--- config.mk ---
export PLATFORM = sky130hd
export DESIGN_NAME = aed_detector
export DESIGN_NICKNAME = d
export VERILOG_FILES = /design/src/logic/aed_pkg.sv /design/src/logic/aed_detector.sv /design/src/logic/aed_hpf.sv /design/src/logic/aed_debounce.sv
export VERILOG_INCLUDE_DIRS = /design/src /design/src/logic
export SDC_FILE = /design/constraint.sdc
export NUM_CORES = 1
export LEC_CHECK = 0
export ABC_AREA = 0
export BUFFER_PORTS_ARGS = -buffer_cell sky130_fd_sc_hd__clkbuf_2
export CORE_AREA = 2 2 209 211
export DETAILED_ROUTE_END_ITERATION = 12
export DIE_AREA = 0 0 211 213
export PLACE_DENSITY = 0.63
export SLEW_MARGIN = 20
export SYNTH_ARGS = -nofsm -noshare
export SYNTH_HDL_FRONTEND = slang
export SYNTH_SLANG_ARGS = --single-unit
export TNS_END_PERCENT = 30
--- constraint.sdc ---
create_clock -name clock -period 16.2 [get_ports clock]
set_input_delay 2.43 -clock clock [delete_from_list [all_inputs] [get_ports clock]]
set_output_delay 2.43 -clock clock [all_outputs]
set_load 0.03 [all_outputs]
--- src/logic/aed_params.svh ---
// offsets, field positions, reset values and filter constants of the ac event detector
// assumes inclusion by bare name from every design file that needs them
`ifndef AED_PARAMS_SVH
`define AED_PARAMS_SVH

// register indices; byte address is four times the index
`define AED_IDX_CFG 10'h01D
`define AED_IDX_SRC 10'h01E
`define AED_IDX_THS 10'h01F
`define AED_IDX_CNT 10'h020
`define AED_IDX_IRQ_STAT 10'h040
`define AED_IDX_IRQ_MASK 10'h041

// reset values
`define AED_CFG_RESET 8'h00
`define AED_SRC_RESET 8'h00
`define AED_THS_RESET 8'h00
`define AED_CNT_RESET 8'h00
`define AED_IRQ_RESET 8'h00

// field positions
`define AED_CFG_HPF_BYP 0
`define AED_CFG_XEN 1
`define AED_CFG_YEN 2
`define AED_CFG_ZEN 3
`define AED_CFG_ELE 4
`define AED_SRC_EA 6
`define AED_THS_MODE 7
`define AED_IRQ_EVT 0

// threshold step in mg per count, samples arrive at 1 mg per count
`define AED_THS_STEP_MG 6'h3F
// high-pass corner: the baseline moves 1/16 of the gap each sample
`define AED_HPF_SHIFT 4

// axi responses
`define AED_RESP_OKAY 2'h0
`define AED_RESP_SLVERR 2'h2
`endif

--- src/logic/aed_pkg.sv ---
// types shared by the ac event detector files
// assumes the constants of aed_params.svh for bit positions
package aed_pkg;
    typedef logic signed [13:0] aed_sample_t;
    typedef logic signed [14:0] aed_delta_t;
    typedef struct packed {
        logic hit;
        logic pol;
    } aed_axis_evt_t;
    typedef struct packed {
        logic [2:0] unused;
        logic ele;
        logic zen;
        logic yen;
        logic xen;
        logic hpf_byp;
    } aed_cfg_t;
    typedef struct packed {
        logic unused;
        logic any_event_active;
        logic zef;
        logic zpol;
        logic yef;
        logic ypol;
        logic xef;
        logic xpol;
    } aed_src_t;
    typedef struct packed {
        logic debounce_clear_mode;
        logic [6:0] ac_threshold_value;
    } aed_ths_t;
endpackage

--- src/logic/aed_detector.sv ---
// ac (transient) acceleration event detector with its axi4-lite register slave
// assumes samples arrive on this clock with one strobe per output-data-rate period
//
// Notes on behaviour
// - bypass bit 0 filters the data, 1 passes raw data like motion detect
// - event when an enabled axis delta stays above threshold for debounce time
// - config enables z at bit 3, y bit 2, x bit 1; disabled never flags
// - latch bit 4 low: event flag follows the live detector condition
// - latch bit high: flag held until host reads the source register
// - source bit 6 is one while any axis flag is set
// - source axis flags at bits 5 z, 3 y, 1 x
// - polarity bits 4 z, 2 y, 0 x: 0 above positive, 1 below negative
// - latched mode freezes flags and polarity at the triggering event
// - non-latched mode keeps updating flags; only a source read clears them
// - config and source reset to zero; source read-only, bit 7 unused
// - debounce mode bit: 0 decrements counter, 1 clears it, when condition false
// - threshold is 7-bit unsigned, 63 mg per count at any range
// - 8-bit count is the least number of periods above threshold
`timescale 1ns/1ps
`include "aed_params.svh"
module aed_detector import aed_pkg::*; (
    input wire logic clock,
    input wire logic clock_en,
    input wire logic resetn,
    // acceleration samples, 1 mg per count
    input wire logic sample_valid,
    input wire aed_sample_t sample_x,
    input wire aed_sample_t sample_y,
    input wire aed_sample_t sample_z,
    // axi4-lite slave
    input wire logic [11:0] s_axi_awaddr,
    input wire logic [2:0] s_axi_awprot,
    input wire logic s_axi_awvalid,
    output logic s_axi_awready,
    input wire logic [31:0] s_axi_wdata,
    input wire logic [3:0] s_axi_wstrb,
    input wire logic s_axi_wvalid,
    output logic s_axi_wready,
    output logic [1:0] s_axi_bresp,
    output logic s_axi_bvalid,
    input wire logic s_axi_bready,
    input wire logic [11:0] s_axi_araddr,
    input wire logic [2:0] s_axi_arprot,
    input wire logic s_axi_arvalid,
    output logic s_axi_arready,
    output logic [31:0] s_axi_rdata,
    output logic [1:0] s_axi_rresp,
    output logic s_axi_rvalid,
    input wire logic s_axi_rready,
    // event outputs
    output logic ac_event_flag,
    output logic irq
);
    // software registers
    aed_cfg_t cfg_q;
    aed_ths_t ths_q;
    logic [7:0] cnt_q;
    aed_src_t src_q;
    aed_src_t src_d;
    logic [7:0] irq_stat_q;
    logic [7:0] irq_stat_d;
    logic [7:0] irq_mask_q;

    // write channel state
    logic aw_held_q;
    logic w_held_q;
    logic [9:0] aw_idx_q;
    logic [7:0] wbyte_q;
    logic wlane_q;
    logic wr_go;
    logic wr_known;

    // read channel state
    logic [9:0] ar_idx;
    logic rd_take;
    logic src_rd;
    logic [7:0] rd_byte;
    logic rd_known;

    // detector state
    aed_sample_t samples [3];
    aed_delta_t deltas [3];
    logic [2:0] axis_en;
    logic [2:0] filt_valid;
    logic [2:0] evt_stb;
    aed_axis_evt_t evts [3];
    logic [2:0] hits;
    logic [2:0] pols;
    logic det_stb;
    logic live_q;
    logic flag_d;

    assign samples[0] = sample_x;
    assign samples[1] = sample_y;
    assign samples[2] = sample_z;
    assign axis_en = {cfg_q.zen, cfg_q.yen, cfg_q.xen};

    // one filter and one debounce per axis, x first
    for (genvar a = 0; a < 3; a++) begin : g_axis
        aed_hpf u_hpf (
            .clock(clock),
            .clock_en(clock_en),
            .resetn(resetn),
            .in_valid(sample_valid),
            .in_sample(samples[a]),
            .bypass(cfg_q.hpf_byp),
            .out_delta(deltas[a]),
            .out_valid(filt_valid[a])
        );
        aed_debounce u_dbc (
            .clock(clock),
            .clock_en(clock_en),
            .resetn(resetn),
            .in_valid(filt_valid[a]),
            .delta(deltas[a]),
            .enable(axis_en[a]),
            .threshold(ths_q.ac_threshold_value),
            .count(cnt_q),
            .clear_mode(ths_q.debounce_clear_mode),
            .evt(evts[a]),
            .evt_stb(evt_stb[a])
        );
        assign hits[a] = evts[a].hit;
        assign pols[a] = evts[a].pol;
    end

    // all axes share the sample strobe, so axis x's strobe stands for all
    assign det_stb = evt_stb[0];

    // write decode: a write happens once both address and data are held
    assign wr_go = aw_held_q && w_held_q && !s_axi_bvalid;
    always_comb begin
        unique case (aw_idx_q)
            `AED_IDX_CFG, `AED_IDX_SRC, `AED_IDX_THS, `AED_IDX_CNT,
            `AED_IDX_IRQ_STAT, `AED_IDX_IRQ_MASK: wr_known = 1'b1;
            default: wr_known = 1'b0;
        endcase
    end

    // write address and data channels, taken in either order
    always_ff @(posedge clock or negedge resetn) begin
        if (!resetn) begin
            s_axi_awready <= 1'b0;
            s_axi_wready <= 1'b0;
            aw_held_q <= 1'b0;
            w_held_q <= 1'b0;
            aw_idx_q <= '0;
            wbyte_q <= '0;
            wlane_q <= 1'b0;
        end else if (clock_en) begin
            if (!aw_held_q && !s_axi_bvalid && !s_axi_awready) begin
                s_axi_awready <= 1'b1;
            end
            if (!w_held_q && !s_axi_bvalid && !s_axi_wready) begin
                s_axi_wready <= 1'b1;
            end
            if (s_axi_awvalid && s_axi_awready) begin
                s_axi_awready <= 1'b0;
                aw_held_q <= 1'b1;
                aw_idx_q <= s_axi_awaddr[11:2];
            end
            if (s_axi_wvalid && s_axi_wready) begin
                s_axi_wready <= 1'b0;
                w_held_q <= 1'b1;
                wbyte_q <= s_axi_wdata[7:0];
                wlane_q <= s_axi_wstrb[0];
            end
            if (wr_go) begin
                aw_held_q <= 1'b0;
                w_held_q <= 1'b0;
            end
        end
    end

    // write response one cycle after both halves are held
    always_ff @(posedge clock or negedge resetn) begin
        if (!resetn) begin
            s_axi_bvalid <= 1'b0;
            s_axi_bresp <= `AED_RESP_OKAY;
        end else if (clock_en) begin
            if (wr_go) begin
                s_axi_bvalid <= 1'b1;
                s_axi_bresp <= wr_known ? `AED_RESP_OKAY : `AED_RESP_SLVERR;
            end else if (s_axi_bvalid && s_axi_bready) begin
                s_axi_bvalid <= 1'b0;
            end
        end
    end

    // configuration registers; only byte lane 0 carries data
    always_ff @(posedge clock or negedge resetn) begin
        if (!resetn) begin
            cfg_q <= `AED_CFG_RESET;
            ths_q <= `AED_THS_RESET;
            cnt_q <= `AED_CNT_RESET;
            irq_mask_q <= `AED_IRQ_RESET;
        end else if (clock_en && wr_go && wlane_q) begin
            unique case (aw_idx_q)
                `AED_IDX_CFG: cfg_q <= {3'h0, wbyte_q[4:0]};
                `AED_IDX_THS: ths_q <= wbyte_q;
                `AED_IDX_CNT: cnt_q <= wbyte_q;
                `AED_IDX_IRQ_MASK: irq_mask_q <= {7'h00, wbyte_q[`AED_IRQ_EVT]};
                default: ;
            endcase
        end
    end

    // read decode
    assign ar_idx = s_axi_araddr[11:2];
    assign rd_take = s_axi_arvalid && s_axi_arready;
    assign src_rd = rd_take && (ar_idx == `AED_IDX_SRC);
    always_comb begin
        rd_known = 1'b1;
        unique case (ar_idx)
            `AED_IDX_CFG: rd_byte = cfg_q;
            `AED_IDX_SRC: rd_byte = src_q;
            `AED_IDX_THS: rd_byte = ths_q;
            `AED_IDX_CNT: rd_byte = cnt_q;
            `AED_IDX_IRQ_STAT: rd_byte = irq_stat_q;
            `AED_IDX_IRQ_MASK: rd_byte = irq_mask_q;
            default: begin
                rd_byte = 8'h00;
                rd_known = 1'b0;
            end
        endcase
    end

    // read channel: data is captured in the same edge that clears the source
    always_ff @(posedge clock or negedge resetn) begin
        if (!resetn) begin
            s_axi_arready <= 1'b0;
            s_axi_rvalid <= 1'b0;
            s_axi_rdata <= '0;
            s_axi_rresp <= `AED_RESP_OKAY;
        end else if (clock_en) begin
            if (rd_take) begin
                s_axi_arready <= 1'b0;
                s_axi_rvalid <= 1'b1;
                s_axi_rdata <= {24'h000000, rd_byte};
                s_axi_rresp <= rd_known ? `AED_RESP_OKAY : `AED_RESP_SLVERR;
            end else if (s_axi_rvalid && s_axi_rready) begin
                s_axi_rvalid <= 1'b0;
            end else if (!s_axi_rvalid && !s_axi_arready) begin
                s_axi_arready <= 1'b1;
            end
        end
    end

    // source register next value; a new event wins over a read clear
    always_comb begin
        src_d = src_q;
        if (src_rd) begin
            src_d = '0;
        end
        if (det_stb && |hits) begin
            if (cfg_q.ele) begin
                // only the first event after a clear is captured, then frozen
                if (!src_q.any_event_active || src_rd) begin
                    src_d.xef = hits[0];
                    src_d.xpol = hits[0] & pols[0];
                    src_d.yef = hits[1];
                    src_d.ypol = hits[1] & pols[1];
                    src_d.zef = hits[2];
                    src_d.zpol = hits[2] & pols[2];
                end
            end else begin
                // later events add axes and refresh their polarity
                if (hits[0]) begin
                    src_d.xef = 1'b1;
                    src_d.xpol = pols[0];
                end
                if (hits[1]) begin
                    src_d.yef = 1'b1;
                    src_d.ypol = pols[1];
                end
                if (hits[2]) begin
                    src_d.zef = 1'b1;
                    src_d.zpol = pols[2];
                end
            end
        end
        src_d.any_event_active = src_d.xef | src_d.yef | src_d.zef;
        src_d.unused = 1'b0;
    end

    // source register, read-only to software
    always_ff @(posedge clock or negedge resetn) begin
        if (!resetn) begin
            src_q <= `AED_SRC_RESET;
        end else if (clock_en) begin
            src_q <= src_d;
        end
    end

    // live detector condition, refreshed once per sample
    always_ff @(posedge clock or negedge resetn) begin
        if (!resetn) begin
            live_q <= 1'b0;
        end else if (clock_en && det_stb) begin
            live_q <= |hits;
        end
    end

    // event flag: held in latched mode, live otherwise
    assign flag_d = cfg_q.ele ? src_d.any_event_active :
                    (det_stb ? |hits : live_q);
    always_ff @(posedge clock or negedge resetn) begin
        if (!resetn) begin
            ac_event_flag <= 1'b0;
        end else if (clock_en) begin
            ac_event_flag <= flag_d;
        end
    end

    // interrupt status: write one to clear, a high flag_d wins over the clear
    always_comb begin
        irq_stat_d = irq_stat_q;
        if (wr_go && wlane_q && aw_idx_q == `AED_IDX_IRQ_STAT) begin
            irq_stat_d = irq_stat_q & ~wbyte_q;
        end
        if (flag_d) begin
            irq_stat_d[`AED_IRQ_EVT] = 1'b1;
        end
    end

    // interrupt line is a registered copy so it never glitches
    always_ff @(posedge clock or negedge resetn) begin
        if (!resetn) begin
            irq_stat_q <= `AED_IRQ_RESET;
            irq <= 1'b0;
        end else if (clock_en) begin
            irq_stat_q <= irq_stat_d;
            irq <= |(irq_stat_d & irq_mask_q);
        end
    end
endmodule // aed_detector

--- src/logic/aed_hpf.sv ---
// per-axis high-pass filter with bypass, one sample per strobe
// assumes samples and strobe come from logic on the same clock
`timescale 1ns/1ps
`include "aed_params.svh"
module aed_hpf import aed_pkg::*; (
    input wire logic clock,
    input wire logic clock_en,
    input wire logic resetn,
    input wire logic in_valid,
    input wire aed_sample_t in_sample,
    input wire logic bypass,
    output aed_delta_t out_delta,
    output logic out_valid
);
    aed_sample_t base_q;
    aed_delta_t diff;
    aed_delta_t step;

    // the baseline tracks dc; the difference is the ac part
    assign diff = aed_delta_t'(in_sample) - aed_delta_t'(base_q);
    assign step = diff >>> `AED_HPF_SHIFT;

    // baseline keeps tracking during bypass so switching back has no step
    always_ff @(posedge clock or negedge resetn) begin
        if (!resetn) begin
            base_q <= '0;
            out_delta <= '0;
            out_valid <= 1'b0;
        end else if (clock_en) begin
            out_valid <= in_valid;
            if (in_valid) begin
                base_q <= aed_sample_t'(aed_delta_t'(base_q) + step);
                out_delta <= bypass ? aed_delta_t'(in_sample) : diff;
            end
        end
    end
endmodule // aed_hpf

--- src/logic/aed_debounce.sv ---
// per-axis threshold compare and debounce counter
// assumes one in_valid pulse per output-data-rate period
`timescale 1ns/1ps
`include "aed_params.svh"
module aed_debounce import aed_pkg::*; (
    input wire logic clock,
    input wire logic clock_en,
    input wire logic resetn,
    input wire logic in_valid,
    input wire aed_delta_t delta,
    input wire logic enable,
    input wire logic [6:0] threshold,
    input wire logic [7:0] count,
    input wire logic clear_mode,
    output aed_axis_evt_t evt,
    output logic evt_stb
);
    logic [7:0] cnt_q;
    logic [7:0] cnt_up;
    logic [14:0] mag;
    logic [12:0] limit;
    logic cond;

    // threshold is unsigned counts of a fixed 63 mg step
    assign limit = 13'(threshold * `AED_THS_STEP_MG);
    assign mag = delta[14] ? 15'(-delta) : 15'(delta);
    assign cond = enable && (mag > 15'(limit));
    assign cnt_up = (cnt_q == 8'hFF) ? cnt_q : cnt_q + 8'h01;

    // counter saturates so a long event never wraps back to zero
    always_ff @(posedge clock or negedge resetn) begin
        if (!resetn) begin
            cnt_q <= '0;
            evt <= '0;
            evt_stb <= 1'b0;
        end else if (clock_en) begin
            evt_stb <= in_valid;
            if (in_valid) begin
                if (cond) begin
                    cnt_q <= cnt_up;
                    evt.hit <= (cnt_up >= count);
                    evt.pol <= delta[14];
                end else begin
                    cnt_q <= (clear_mode || !enable || cnt_q == 8'h00) ? 8'h00
                             : cnt_q - 8'h01;
                    evt.hit <= 1'b0;
                end
            end
        end
    end
endmodule // aed_debounce

==> results of run 1 <==
## per-layer routing
| layer | up-vias | share of wire [%] | GRT usage [%] |
|---|---|---|---|
| met4 | 4 | 2.1 | 6.44 |
| met5 | - | 0.075 | 0 |
| li1 | 6619 | - | - |
| met3 | 50 | 4.2 | 3.15 |
| met2 | 249 | 47 | 29.7 |
| met1 | 6255 | 47 | 23.7 |
## synth_stat cells (28+ instances only)
cell | instances | share of area [%]
xnor2_1 | 72 | 3.9
dfrtp_1 | 195 | 30
o21ai_0 | 166 | 5.2
nand3_1 | 51 | 1.6
mux2i_1 | 40 | 2.5
nor2b_1 | 28 | 1.1
ha_1 | 174 | 14
nor3_1 | 51 | 1.6
mux2_2 | 41 | 2.9
inv_1 | 125 | 2.9
nand2_1 | 186 | 4.4
clkbuf_1 | 53 | 1.2
a21oi_1 | 96 | 3.0
xor2_1 | 46 | 2.5
nor2_1 | 112 | 2.6
## stage by stage
| stage | worst slack [ns] | total power, W |
|---|---|---|
| 3_5_place_dp | 9.29 | 0.00288 |
| 4_1_cts | 9.24 | 0.00332 |
| 5_1_grt | 8.89 | 0.00365 |
| 2_1_floorplan | 10.49 | 0.00245 |
| 3_3_place_gp | 9.44 | 0.00281 |
| 6_report | 9.31 | 0.00330 |
## worst max-delay path, stage by stage, from the launching register on
cell	delay [ns]
dfrtp_1	0.48
inv_1	0.17
fa_1	0.52
inv_1	0.08
fa_1	0.53
inv_1	0.05
fa_1	0.54
inv_1	0.04
ha_1	0.34
a21o_1	0.20
a21oi_1	0.21
o21bai_1	0.09
a21oi_1	0.22
o21bai_1	0.10
a21oi_1	0.20
xor2_1	0.48
ha_1	0.34
and2_1	0.17
nand4_1	0.11
a311o_1	0.13
a31oi_1	0.10
or3_1	0.35
o311a_1	0.32
nor2b_1	0.65
a22oi_1	0.15
o22ai_1	0.19
## registers in the layout, indices dropped and copies added, names as in the netlist, 2 cells and up
register                cells
g_axis.u_hpf.out_delta     45
g_axis.u_hpf.base_q        42
g_axis.u_dbc.cnt_q         24
aw_idx_q                   10
cnt_q                       8
irq_stat_q                  8
s_axi_rdata                 8
ths_q                       8
wbyte_q                     8
src_q                       7
g_axis.u_dbc.evt            6
axis_en                     3
cfg_q                       2
## path summary, 6_finish.rpt
check,startpoint,endpoint,depth (start not counted)
setup / recovery,ths_q[4],g_axis[2].u_dbc.cnt_q[2],25
hold / removal,s_axi_bresp[1],s_axi_bresp[1],2
setup reg to reg,ths_q[4],g_axis[2].u_dbc.cnt_q[2],25
hold reg to reg,s_axi_bresp[1],s_axi_bresp[1],2
max in group asynchronous,resetn,g_axis[0].u_hpf.out_delta[10],2
min in group asynchronous,resetn,wbyte_q[4],1
## kinds of logic after synthesis
logic type               synth area share [%]
AND/OR/NAND/NOR                          17.0
AO/OA/AOI/OAI                            18.6
buffers and inverters                    5.69
adder cells (fa/ha/maj)                  16.4
flip-flops                               30.4
XOR/XNOR                                 6.44
multiplexers                             5.47
other                                  0.0234
## power breakdown
part | switching (W) | internal (W) | leakage [nW]
Sequential | 0.000184 | 0.000642 | 2.44
Clock | 0.000203 | 0.000219 | 0.268
Combinational | 0.00113 | 0.000923 | 5.44
Total | 0.00151 | 0.00178 | 8.15
## final cells by class
cell class                 count  area, um2  share of cell area [%]
timing repair buffer         105        557                    3.18
clock inverter                11        106                   0.607
clock buffer                  20        457                    2.61
tap                          546        683                    3.90
sequential                   195       4880                    27.9
inverter                     125        469                    2.68
multi-input combinational   1453      10400                    59.2
==> results by group, run 1 <==
CTS
  • Clk_lat worst skew: 0.49 ns
  • Post-CTS setup buffer count: 0
  • Clk slew on worst S/H paths: around 0.07 ns
  • H-tree depth: 4
  • Post-cts resize count: 0
  • CTS tree: built
  • CTS root buf: clkbuf_16
  • CTS Buf Count: 17
  • Longest Clk Path Bufs: 2
  • # hold bufs at CTS: 0
  • Clock Sinks: around 200

Setup path
  • R2R setup slack: 9.31 ns
  • WS Path Type: register to register
  • CP required: ~17 ns
  • CP Max Fanout: 14
  • Crit end category: register
  • CP startpoint kind: register
  • Data arrival time of the critical path: approximately 7.3 ns

Finish
  • Commonest cells after routing, fill and taps aside: dfrtp_1, nand2_1, ha_1
  • Share of cells above drive strength 1: between 10% and 20%
  • Finished Cell Area: 17500 um2
  • Ant diodes: 0
  • P&R area growth vs syn: 9.18%
  • Final core occ: around two fifths
  • # fillers: 4263
  • Layout Cells excl Fill: around 2.5k
  • Most common cell after layout, fill and taps aside: dfrtp_1
  • Nets: 2210

GRT
  • Gr ovfl total: 0
  • GRT Resource Usage Total: between 10% and 20%
  • Pin count of the biggest net entering global routing: about 120
  • Initial antenna violation count: 2
  • Vias in the first global route: approximately 13k
  • First-pass GRT wire length: about 64000 um

Timing
  • Hold_ws: slightly below 0.5 ns
  • Minimum clock period: around 7 ns
  • Least-Margin Pin Slew: approximately 1.1 ns
  • Relative slew slack: 22.3%
  • Skew final: between 0.009 and 0.01 ns
  • Final worst-path cycle share: 42.6%
  • Slew Limit Fails: 0
  • Setup Viol. Count Final: 0
  • Peak Freq: about 0.15 GHz
  • RSZ-0062 raised after global routing: false
  • TNS Setup: 0 ns
  • Hold Vio Cnt, Final: 0

Routing
  • # DRC: 0
  • WL final: a little under 40000 um
  • DRT iter0 DRCs: 702
  • TritonRoute pass-1 iters: 6
  • Wirelength per Cell: 15.8 um
  • Vias per cell: between 5 and 6
  • DRT antenna net count: 0
  • Via count: roughly 13k

Floorplan
  • I/O Pins: between 150 and 200
  • Initial Util: a little under two fifths
  • Chip width: roughly 210 um
  • Core box area: 42700 um2
  • Chip Height: roughly 210 um
  • Site Rows: 76
  • Die area: 44900 um2

Run status
  • Outcome: completed

Power and ir drop
  • Leakage: 8.15 nW
  • Peak VDD IR: roughly 100 uV
  • Power Density: about 190 nW/um2

Placed design
  • Area after DPL: about 17000 um2
  • Gpl congestion: slightly below 0.9
  • DP HPWL: around 30000 um
  • Placed Cells: about 2.4k
  • Number of port buffers: 96

Worst hold path
  • Class of the worst hold path: register to register

Yosys
  • Post-synthesis cell area: ~16000 um2
  • Count of flip-flops with a built-in enable after synthesis: 0
  • Async set or reset register ratio after synthesis: 100%
  • Part of the Yosys area used for sequential elements: roughly 30%
  • Count of cell types in the netlist: a little under 90
  • Main synth FF type: dfrtp_1
  • Post-synthesis register bit count: 195
  • Average instance area after synthesis: approximately 8.7 um2
  • YS warnings: 0
  • Synth Instances: 1836

Flow run
  • Max Cap Viol: 0
Power figures use the tool's default switching activity.
==> inputs of run 2 (changes only) <==
==> constraint.sdc (replaced) <==
create_clock -name clock -period 6.7 [get_ports clock]
set_input_delay 1.005 -clock clock [delete_from_list [all_inputs] [get_ports clock]]
set_output_delay 1.005 -clock clock [all_outputs]
set_load 0.03 [all_outputs]
==> run 2 against run 1 <==
Clock skew rose by 0.0054 ns. Power rose by 150%. Sequential share of layout area fell by 0.18 points.
==> results by group, run 2 (synthesis gave the netlist of run 1 again) <==
Placed design
  • Number of port buffers: 96
  • DP HPWL: ~31000 um
  • Placed Cells: between 2k and 2.5k
  • Gpl congestion: 0.893

Finish
  • Layout Cells excl Fill: 2465
  • Max FFs per register: 45
  • Top flop regs: g_axis.u_hpf.out_delta (45), g_axis.u_hpf.base_q (42), g_axis.u_dbc.cnt_q (24)
  • Commonest cells after routing, fill and taps aside: dfrtp_1, nand2_1, ha_1
  • Ant diodes: 0
  • P&R area growth vs syn: 9.90%
  • Most common cell after layout, fill and taps aside: dfrtp_1
  • Share of cells above drive strength 1: a little under an eighth
  • Nets: 2219
  • Register with the most flip-flops: g_axis.u_hpf.out_delta

GRT
  • GRT Resource Usage Total: 18.2%
  • Vias in the first global route: roughly 13k
  • Pin count of the biggest net entering global routing: 77
  • First-pass GRT wire length: about 66000 um
  • Gr ovfl total: 0
  • Initial antenna violation count: 2

Setup path
  • Worst path most repeated cell: inv_1
  • CP required: approximately 7 ns
  • Data arrival time of the critical path: about 6.5 ns
  • R2R setup slack: between 0.5 and 0.6 ns
  • CP peak stage delay: between 0.5 and 0.6 ns
  • Worst R2R Path Depth: 26
  • CP startpoint kind: register
  • CP Max Fanout: 10
  • Worst R2R End: g_axis[2].u_dbc.cnt_q[0]
  • Crit path buf inv count: 5
  • Crit path max-delay family: adder cells
  • Crit end category: register
  • Worst r2r src: ths_q[3]
  • WS Path Type: register to register
  • Slowest cell on crit path: fa_1

Timing
  • Setup Viol. Count Final: 0
  • RSZ-0062 raised after global routing: false
  • Peak Freq: roughly 0.16 GHz
  • Skew final: approximately 0.015 ns
  • Minimum clock period: 6.16 ns
  • Final worst-path cycle share: about 90%
  • Least-Margin Pin Slew: ~1.1 ns
  • Hold Vio Cnt, Final: 0
  • Hold_ws: approximately 0.48 ns
  • TNS Setup: 0 ns
  • Relative slew slack: roughly 28%
  • Slew Limit Fails: 0

Routing
  • Wl on met1: between 15000 and 20000 um
  • Via count: approximately 13k
  • Wirelength per Cell: around 16 um
  • Vias per cell: ~5.4
  • TritonRoute pass-1 iters: 7
  • Met2 WL: roughly 19000 um
  • Met3 wire len: around 1700 um
  • Top Metal Used: met5
  • # DRC: 0
  • DRT iter0 DRCs: 850
  • DRT antenna net count: 0
  • WL final: 39900 um

Floorplan
  • Die area: approximately 45000 um2
  • Chip width: 211 um
  • Chip Height: around 210 um
  • Site Rows: 76
  • I/O Pins: 160
  • Core box area: approximately 43000 um2
  • Initial Util: between 30% and 40%

CTS
  • CTS root buf: clkbuf_16
  • Clk slew on worst S/H paths: about 0.08 ns
  • Longest Clk Path Bufs: 2
  • H-tree depth: 4
  • CTS tree: built
  • Clk_lat worst skew: between 0.4 and 0.5 ns
  • Clock Sinks: just under 200
  • CTS Buf Count: 17

Run status
  • Outcome: completed

Worst hold path
  • Hold endpoint: s_axi_rdata[6]
  • Class of the worst hold path: register to register
  • WHS Path Cells: 2
  • Min-delay src: s_axi_rdata[6]

Power and ir drop
  • Power Density: roughly 460 nW/um2
  • Peak VDD IR: about 260 uV
  • Leakage: just over 8 nW

Flow run
  • Max Cap Viol: 0
==> run 2: report_power, final <==
group,leakage [nW],switching [W],total [W],internal [W]
combinational,5.48,0.00276,0.00501,0.00225
clock,0.293,0.000523,0.00110,0.000572
sequential,2.44,0.000457,0.00201,0.00155
==> run 2: cell type report <==
type / count / area, um2
multi-input cells: 1453 / 10400
clock buffers: 18 / 439
clock inverters: 14 / 166
inverters: 125 / 469
fillers: 4230 / 25100
flip-flops and latches: 195 / 4880
repair buffers: 114 / 624
well taps: 546 / 683
==> run 2: layer usage <==
layer / track usage, % / vias up
li1: - / 6649
met1: 24.3 / 6306
met2: 30.6 / 254
met3: 3.13 / 51
met4: 4.61 / 4
met5: 0 / -
==> run 2: worst max path at each step <==
stage / slack, ns / cells past startpoint / from / endpoint
after floorplan: 0.99 / 24 / ths_q[5] / g_axis[0].u_dbc.evt[0]
after global placement: 0.47 / 26 / ths_q[3] / g_axis[0].u_dbc.cnt_q[3]
after detailed placement: 0.34 / 26 / ths_q[3] / g_axis[0].u_dbc.cnt_q[3]
after CTS: 0.30 / 26 / ths_q[3] / g_axis[0].u_dbc.cnt_q[3]
after global routing: 0.007 / 26 / ths_q[3] / g_axis[0].u_dbc.cnt_q[3]
final: 0.54 / 26 / ths_q[3] / g_axis[2].u_dbc.cnt_q[0]
==> run 2: through the flow <==
step	area, um2	util (%)	total power (W)	setup slack [ns]
global placement	17000	39.8	0.00685	0.472
floorplan	16100	-	0.00592	0.993
detailed placement	17000	39.8	0.00702	0.344
CTS	17600	41.3	0.00816	0.299
finish	17600	41.3	0.00812	0.536
global route	17600	41.3	0.00895	0.00713
==> run 2: tightest hold or removal path: stages (launching register included) <==
cell     delay [ns]
dfrtp_1        0.35
nand2_1        0.05
o21ai_0        0.06
==> run 2: repair_timing <==
item / CTS / global route
setup endpoints to repair: 0 / 12
hold buffers: 0 / 0
resized for setup: 0 / 3
setup buffers: 0 / 1
